===== src/hw/csc_consts.svh =====
// offsets, field positions and reset values of the command source combiner
`ifndef CSC_CONSTS_SVH
`define CSC_CONSTS_SVH

// register index map (byte address = index * 4 not used: plain port, word index)
`define CSC_ADDR_W        4
`define CSC_REG_COAST_SEL 4'h0
`define CSC_REG_QSTOP_SEL 4'h1
`define CSC_REG_DCINJ_SEL 4'h2
`define CSC_REG_START_SEL 4'h3
`define CSC_REG_REV_SEL   4'h4
`define CSC_REG_CTRL_WORD 4'h5
`define CSC_REG_STATUS    4'h6

// serial control word bit positions
`define CSC_CW_DCINJ_BIT  2
`define CSC_CW_COAST_BIT  3
`define CSC_CW_QSTOP_BIT  4
`define CSC_CW_START_BIT  6

// selector reset value: or combining
`define CSC_SEL_RESET     2'h3

// control word reset: stop requests inactive, start bit clear
`define CSC_CW_RESET      16'hFFBF

// status register field positions
`define CSC_ST_RUN_COAST  0
`define CSC_ST_RUN_QSTOP  1
`define CSC_ST_RUN_DCINJ  2
`define CSC_ST_START      3

`endif


===== src/hw/csc_pkg.sv =====
// types of the command source combiner
package csc_pkg;
  // selector codes, in order 0..3
  typedef enum logic [1:0] {
    CSC_SRC_DIGITAL,
    CSC_SRC_SERIAL,
    CSC_SRC_AND,
    CSC_SRC_OR
  } csc_src_t;
endpackage


===== src/hw/csc_combiner.sv =====
// command source combiner: digital terminals and serial control word into motor commands
`timescale 1ns/1ps
`include "csc_consts.svh"

module csc_combiner (
  input  wire logic                   clock,
  input  wire logic                   rst,
  input  wire logic [`CSC_ADDR_W-1:0] addr,
  input  wire logic [15:0]            wdata,
  input  wire logic                   wr,
  input  wire logic                   rd,
  output logic      [15:0]            rdata,
  input  wire logic                   coast_n_pin,
  input  wire logic                   qstop_n_pin,
  input  wire logic                   dcinj_n_pin,
  input  wire logic                   start_pin,
  output logic                        run_coast,
  output logic                        run_qstop,
  output logic                        run_dcinj,
  output logic                        start_cmd,
  output csc_pkg::csc_src_t           reversing_source_select
);
  import csc_pkg::*;

  // selectors and serial control word
  csc_src_t    coast_sel_r;
  csc_src_t    qstop_sel_r;
  csc_src_t    dc_injection_source_select_r;
  csc_src_t    start_sel_r;
  csc_src_t    rev_sel_r;
  logic [15:0] ctrl_word_r;
  logic [15:0] rdata_r;

  // pin synchronisers, three stages each; bit order coast, qstop, dcinj, start
  logic [3:0]  pin_s1_r;
  logic [3:0]  pin_s2_r;
  logic [3:0]  pin_s3_r;
  logic [3:0]  pin_q_r;
  wire  [3:0]  pin_raw = {start_pin, dcinj_n_pin, qstop_n_pin, coast_n_pin};
  logic [3:0]  pin_agree;

  // per-pin agreement of stages two and three; a one-cycle glitch never lands
  for (genvar g = 0; g < 4; g++)
  begin : g_agree
    assign pin_agree[g] = (pin_s2_r[g] == pin_s3_r[g]);
  end
  wire  [3:0]  pin_q_nxt = (pin_q_r & ~pin_agree) | (pin_s3_r & pin_agree);

  // combined commands
  logic run_coast_r;
  logic run_qstop_r;
  logic run_dcinj_r;
  logic start_r;

  // run-permit combine: an inactive (high) level on either source runs under code 2
  function automatic logic permit_combine(input csc_src_t sel, input logic dig,
                                          input logic ser);
    logic res;
    res = 1'b0;
    unique case (sel)
      CSC_SRC_DIGITAL: res = dig;
      CSC_SRC_SERIAL:  res = ser;
      CSC_SRC_AND:     res = dig | ser;
      CSC_SRC_OR:      res = dig & ser;
    endcase
    return res;
  endfunction

  // start combine: direct sense, code 2 needs both
  function automatic logic start_combine(input csc_src_t sel, input logic dig,
                                         input logic ser);
    logic res;
    res = 1'b0;
    unique case (sel)
      CSC_SRC_DIGITAL: res = dig;
      CSC_SRC_SERIAL:  res = ser;
      CSC_SRC_AND:     res = dig & ser;
      CSC_SRC_OR:      res = dig | ser;
    endcase
    return res;
  endfunction

  // address match, shared by the write decode and the read mux
  function automatic logic addr_hit(input logic [`CSC_ADDR_W-1:0] a,
                                    input logic [`CSC_ADDR_W-1:0] idx);
    return a == idx;
  endfunction

  // decoded bus strobes
  wire wr_coast = wr && addr_hit(addr, `CSC_REG_COAST_SEL);
  wire wr_qstop = wr && addr_hit(addr, `CSC_REG_QSTOP_SEL);
  wire wr_dcinj = wr && addr_hit(addr, `CSC_REG_DCINJ_SEL);
  wire wr_start = wr && addr_hit(addr, `CSC_REG_START_SEL);
  wire wr_rev   = wr && addr_hit(addr, `CSC_REG_REV_SEL);
  wire wr_cw    = wr && addr_hit(addr, `CSC_REG_CTRL_WORD);

  // serial bits: low means request for coast, quick-stop, dc braking
  // start bit is active high, unlike the three stop requests
  wire ser_coast = ctrl_word_r[`CSC_CW_COAST_BIT];
  wire ser_qstop = ctrl_word_r[`CSC_CW_QSTOP_BIT];
  wire ser_dcinj = ctrl_word_r[`CSC_CW_DCINJ_BIT];
  wire ser_start = ctrl_word_r[`CSC_CW_START_BIT];

  // next values of the combined commands
  wire coast_nxt = permit_combine(coast_sel_r, pin_q_r[0], ser_coast);
  wire qstop_nxt = permit_combine(qstop_sel_r, pin_q_r[1], ser_qstop);
  wire dcinj_nxt = permit_combine(dc_injection_source_select_r, pin_q_r[2], ser_dcinj);
  wire start_nxt = start_combine(start_sel_r, pin_q_r[3], ser_start);

  // read data mux; unmapped addresses read zero
  wire [15:0] status_w = {12'h000, start_r, run_dcinj_r, run_qstop_r, run_coast_r};
  wire [15:0] rdata_nxt =
    addr_hit(addr, `CSC_REG_COAST_SEL) ? {14'h0, coast_sel_r} :
    addr_hit(addr, `CSC_REG_QSTOP_SEL) ? {14'h0, qstop_sel_r} :
    addr_hit(addr, `CSC_REG_DCINJ_SEL) ? {14'h0, dc_injection_source_select_r} :
    addr_hit(addr, `CSC_REG_START_SEL) ? {14'h0, start_sel_r} :
    addr_hit(addr, `CSC_REG_REV_SEL)   ? {14'h0, rev_sel_r} :
    addr_hit(addr, `CSC_REG_CTRL_WORD) ? ctrl_word_r :
    addr_hit(addr, `CSC_REG_STATUS)    ? status_w : 16'h0000;

  // selector registers; only the low two bits of a write matter
  // two bits carry all four codes, so no illegal selector value can arise
  always_ff @(posedge clock)
  begin
    if (rst)
    begin
      coast_sel_r                  <= csc_src_t'(`CSC_SEL_RESET);
      qstop_sel_r                  <= csc_src_t'(`CSC_SEL_RESET);
      dc_injection_source_select_r <= csc_src_t'(`CSC_SEL_RESET);
      start_sel_r                  <= csc_src_t'(`CSC_SEL_RESET);
      rev_sel_r                    <= csc_src_t'(`CSC_SEL_RESET);
    end
    else
    begin
      if (wr_coast) coast_sel_r <= csc_src_t'(wdata[1:0]);
      if (wr_qstop) qstop_sel_r <= csc_src_t'(wdata[1:0]);
      if (wr_dcinj) dc_injection_source_select_r <= csc_src_t'(wdata[1:0]);
      if (wr_start) start_sel_r <= csc_src_t'(wdata[1:0]);
      if (wr_rev)   rev_sel_r   <= csc_src_t'(wdata[1:0]);
    end
  end

  // control word resets to FFBF, all ones but the start bit, so no serial stop request stands after reset
  always_ff @(posedge clock)
  begin
    if (rst)
      ctrl_word_r <= `CSC_CW_RESET;
    else if (wr_cw)
      ctrl_word_r <= wdata;
  end

  // read data valid the cycle after the read strobe only
  // zero outside that cycle, so stale data never lingers on the port
  always_ff @(posedge clock)
  begin
    if (rst)
      rdata_r <= 16'h0000;
    else if (rd)
      rdata_r <= rdata_nxt;
    else
      rdata_r <= 16'h0000;
  end

  // three-stage pin sync; level moves on once stages two and three agree
  // stages reset low, so stop requests stand until the idle levels land
  always_ff @(posedge clock)
  begin
    if (rst)
    begin
      pin_s1_r <= 4'h0;
      pin_s2_r <= 4'h0;
      pin_s3_r <= 4'h0;
      pin_q_r  <= 4'h0;
    end
    else
    begin
      pin_s1_r <= pin_raw;
      pin_s2_r <= pin_s1_r;
      pin_s3_r <= pin_s2_r;
      pin_q_r  <= pin_q_nxt;
    end
  end

  // commands recomputed every cycle; reset shows stop on all
  // one cycle of latency buys outputs free of combine glitches
  always_ff @(posedge clock)
  begin
    if (rst)
    begin
      run_coast_r <= 1'b0;
      run_qstop_r <= 1'b0;
      run_dcinj_r <= 1'b0;
      start_r     <= 1'b0;
    end
    else
    begin
      run_coast_r <= coast_nxt;
      run_qstop_r <= qstop_nxt;
      run_dcinj_r <= dcinj_nxt;
      start_r     <= start_nxt;
    end
  end

  // every output straight from its flip-flop
  assign rdata                   = rdata_r;
  assign run_coast               = run_coast_r;
  assign run_qstop               = run_qstop_r;
  assign run_dcinj               = run_dcinj_r;
  assign start_cmd               = start_r;
  assign reversing_source_select = rev_sel_r;
endmodule


===== config.mk =====
export PLATFORM = sky130hd
export DESIGN_NAME = csc_combiner
export DESIGN_NICKNAME = d
export VERILOG_FILES = /design/src/hw/csc_pkg.sv /design/src/hw/csc_combiner.sv
export VERILOG_INCLUDE_DIRS = /design/src /design/src/hw
export SDC_FILE = /design/constraint.sdc
export NUM_CORES = 1
export LEC_CHECK = 0
export CORE_ASPECT_RATIO = 1.4
export CORE_MARGIN = 3
export CORE_UTILIZATION = 55
export DETAILED_ROUTE_END_ITERATION = 7
export DONT_BUFFER_PORTS = 1
export GPL_TIMING_DRIVEN = 0
export PLACE_DENSITY = 0.71
export RECOVER_POWER = 100
export SYNTH_ARGS = -nofsm -noshare
export SYNTH_HDL_FRONTEND = slang
export SYNTH_SLANG_ARGS = --single-unit

===== constraint.sdc =====
create_clock -name clock -period 3 [get_ports clock]
set_input_delay 0.6 -clock clock [delete_from_list [all_inputs] [get_ports clock]]
set_output_delay 0.6 -clock clock [all_outputs]
set_load 0.1 [all_outputs]

== Word level (Yosys, flattened, before mapping) ==
Index checks and enable logic that the tools add are counted.
W data, S select, Z words.
Cells by class
  $add $sub $neg: 0
  $mul: 0
  divide/modulo/power cells: 0
  magnitude comparators: 0
  eq/ne operators: 22
  shifts and indexed selects: 0
  multiplexer cells: 11
  bitwise logic cells: 13
  reduce and logical (&&, ||, !) cells: 13
Operators by type and width (count)
  $eq A2 B2 Y1 const B: 8
  $mux W16: 1
  $pmux W1 S4: 4
  $eq A4 B3 Y1 const B: 3
  $mux W2: 5
  $and A4 B4 Y4: 2
  $eq A2 B1 Y1 const B: 4
  $eq A4 B2 Y1 const B: 2
  $logic_not A2 Y1: 4
  $reduce_or A7 Y1: 1
  $logic_and A1 B1 Y1: 6
  $and A1 B1 Y1: 4
  $eq A1 B1 Y1: 4
  $eq A4 B1 Y1 const B: 1
  $logic_not A4 Y1: 1
  $mux W4: 1
  $not A4 Y4: 1
  $or A1 B1 Y1: 4
  $or A4 B4 Y4: 1
  $reduce_or A2 Y1: 1
  $not A1 Y1: 1
Word-level totals
  flip-flop bits (word level): 62
  latch bits: 0
  bits in writable memories: 0
  memory bits (read-only): 0
  output and inout bits: 22
  word-level logic and storage cells: 75
  memories kept: 0

== Logic depth before layout (Yosys ltp) ==
  depth after elaboration: 8
  gate-level depth with buffers: 6

== Worst setup path after synthesis ==
No wires, ideal clock.
  path kind: reg-to-output
  start: register rev_sel_r[0], in the netlist reversing_source_select[0]
  end: output reversing_source_select[0]
  arrival time: 940 ps
  required time: 2400 ps
  slack: 1460 ps
  cell stages (with the launch flop): 1
  path through: dfxtp_1
RTL lines
  from (decl): line csc_combiner.sv:30  | csc_src_t rev_sel_r;
  from (signal assigned): line csc_combiner.sv:131  | rev_sel_r <= csc_src_t'(`CSC_SEL_RESET);
  from (signal assigned): line csc_combiner.sv:139  | if (wr_rev) rev_sel_r <= csc_src_t'(wdata[1:0]);
  to (decl): line csc_combiner.sv:21  | output csc_pkg::csc_src_t reversing_source_select
No word-level cell between the ends.

== Worst setup path after layout ==
  start: register rev_sel_r[0], in the netlist reversing_source_select[0]
  end: output reversing_source_select[0]
No word-level cell between the ends.

==> flow_metrics.py <==
metrics = {
    "cells_and_area": {
        "insertedDiodeCount": 0,
        "fin_cells": 297,
        "final_common_cell": "dfxtp_1",
        "fillers": 310,
        "area_delta_synth_final_pct": 10.2,
        "mostFrequentLayoutCells": "62 x dfxtp_1, 44 x nand2_1, 16 x nor2b_1, 16 x o21ai_0, 15 x a21oi_1",
        "drive_above_1_share_pct": 6.27,
        "num-nets-final": 279,
        "final_area_mm2": 0.00243,
    },
    "route": {
        "avgViaCountPerCell": 5.36,
        "wl_um": 4460,
        "drt_iter0_drc": 52,
        "first_pass_iters": 4,
        "vias": 1593,
        "wire_per_inst_um": 15.0,
        "drc": 0,
        "ant_nets": 0,
    },
    "sta": {
        "rsz0062_at_grt": "no",
        "tightest_slew_ns": 1.01,
        "hold_viol_final": 0,
        "period_share_pct": 63.9,
        "slew-limit-headroom_pct": 32.7,
        "setup_tns_ns": 0,
        "layout_min_cycle_time_ns": 1.92,
        "fmax_mhz": 521,
        "finalClockSkew_ns": 0.00672,
        "setup_violations": 0,
        "maxSlewViolCount": 0,
    },
    "setup_path": {
        "reg2reg_depth": 4,
        "critPathLaunch": "reversing_source_select[0]$_SDFFE_PP1P_",
        "criticalPathCategory": "flip-flop to output pin",
        "crit_required_ns": 2.40,
        "reg2reg_from": "reversing_source_select[0]$_SDFFE_PP1P_",
        "worstPathArrival_ns": 1.32,
        "regToRegSetupSlack_ns": 1.41,
        "start_kind": "flip-flop",
        "worstPathMaxFanout": 3,
        "crit_end": "reversing_source_select[0]",
        "reg2reg_to": "rdata[0]$_SDFF_PP0_",
        "cp.depth": 0,
        "end_kind": "output pin",
    },
    "placement": {
        "place_area_mm2": 0.00226,
        "port-buffer-count": 0,
        "gp_congestion": 0.818,
        "place_hpwl_um": 3200,
        "dpl.cell_count": 282,
    },
    "floorplan": {
        "dieArea_mm2": 0.00482,
        "die_y_um": 81.0,
        "die_w_um": 59.5,
        "start_util_pct": 59.0,
        "core_area_mm2": 0.00374,
        "num_rows": 26,
        "io_pins": 50,
    },
    "clock_tree": {
        "clk_pin_slew_ns": 0.07,
        "cts_resized": 0,
        "cts_buffers": 9,
        "htreeDepth": 3,
        "hold_buffers": 0,
        "clockRootBuffer": "clkbuf_8",
        "cts_tree": "built",
        "cts_num_sinks": 62,
        "clock_path_buffers": 2,
        "post_cts_buffers": 0,
        "clkLatencyLatePin_ns": 0.33,
    },
    "synth": {
        "netlist_instances": 240,
        "synth_nets": 268,
        "ys_types": 29,
        "avgSynthCellArea_um2": 9.20,
        "ys_async_sr_fraction_pct": 0,
        "synth-seq-cells": 62,
        "synth_edf_count": 0,
        "synth_warnings": 0,
        "synth_top_flop_cell": "dfxtp_1",
        "syn_area_mm2": 0.00221,
        "ys_seq_area_share_pct": 56.2,
    },
    "power_and_ir_drop": {
        "ir_worst_vdd_mv": 0.446,
        "power.static_leakage_nw": 1.02,
        "power_density_mw_per_mm2": 672,
    },
    "global_route": {
        "grt_pass1_wl_um": 7430,
        "grt_pass1_vias": 1590,
        "grt_start_max_net_pins": 11,
        "grt.overflow.total": 0,
        "grt_use_total_pct": 21.1,
        "antenna_found_initial": 0,
    },
    "hold_path": {
        "min_path_type": "primary input to flip-flop",
    },
    "status": {
        "status": "finished, final reports clean",
    },
    "run": {
        "cap_violations": 0,
    },
}
## kinds of logic after synthesis
group           after synthesis  synth area share (%)
compound gates               43                  11.4
xor+xnor                      2                 0.794
buf+inv                      16                  3.12
flops                        62                  56.2
mux                           4                  1.81
simple gates                113                  26.6
## cell usage after synthesis (2+ instances only)
library cell  number  area [um2]
buf_2              3        15.0
and2_1            12        75.1
a21oi_1           15        75.1
o211ai_1           6        45.0
or2_2              2        12.5
clkbuf_1           5        18.8
mux2i_1            4        40.0
inv_1              6        22.5
o21ai_0           16        80.1
dfxtp_1           62        1240
a22oi_1            2        15.0
nor2_1            10        37.5
nand3b_1          13        97.6
nand3_1            8        40.0
nand2_1           44         165
nand2b_1           3        18.8
a211o_1            3        26.3
nor2b_1           15        93.8
## power breakdown
| group | switching (mW) | internal [mW] |
|---|---|---|
| Combinational | 0.0359 | 0.0253 |
| Clock | 0.288 | 0.404 |
| Sequential | 0.0414 | 0.841 |
| Total | 0.365 | 1.27 |
## sequential cells by signal (all words and copies together) (netlist names), named ones only
signal                        flops
ctrl_word_r                      16
rdata                            16
pin_s1_r                          4
pin_s2_r                          4
pin_s3_r                          4
coast_sel_r                       2
dc_injection_source_select_r      2
qstop_sel_r                       2
reversing_source_select           2
start_sel_r                       2
run_coast                         1
run_dcinj                         1
run_qstop                         1
start_cmd                         1
## metal layers
layer  GRT usage, %  routed length (um)
met5              0                   0
met1           23.9                1820
met2           35.6                2300
met3           5.88                 260
met4           10.9                  80
## final cells by class
class / instances / area [um2] / share of cell area, %
clock inverters: 1 / 30.0 / 1.23
flip-flops and latches: 62 / 1240 / 51.0
clock buffers: 14 / 153 / 6.28
well taps: 42 / 52.6 / 2.16
multi-input cells: 162 / 895 / 36.8
plain buffers: 10 / 38.8 / 1.59
inverters: 6 / 22.5 / 0.926
## worst min-delay path by stage
stage / start / depth (start not counted) / to
floorplan: pin_s1_r[0]$_SDFF_PP0_ / 1 / pin_s2_r[0]$_SDFF_PP0_
global placement: pin_s1_r[3]$_SDFF_PP0_ / 1 / pin_s2_r[3]$_SDFF_PP0_
detailed placement: pin_s1_r[2]$_SDFF_PP0_ / 1 / pin_s2_r[2]$_SDFF_PP0_
CTS: wdata[1] / 1 / ctrl_word_r[1]$_SDFFE_PP1P_
global route: wdata[1] / 1 / ctrl_word_r[1]$_SDFFE_PP1P_
finish: wdata[1] / 1 / ctrl_word_r[1]$_SDFFE_PP1P_
## stage by stage
step / hold WS (ns) / utilization [%] / setup WS (ns) / power (mW)
finish: 0.387 / 65.0 / 1.08 / 1.64
global route: 0.381 / 65.0 / 0.967 / 1.70
CTS: 0.374 / 65.3 / 1.06 / 1.65
detailed placement: 0.426 / 60.4 / 1.14 / 0.963
global placement: 0.417 / 60.4 / 1.16 / 0.961
floorplan: 0.414 / - / 1.46 / 0.947
Power figures use the tool's default switching activity.
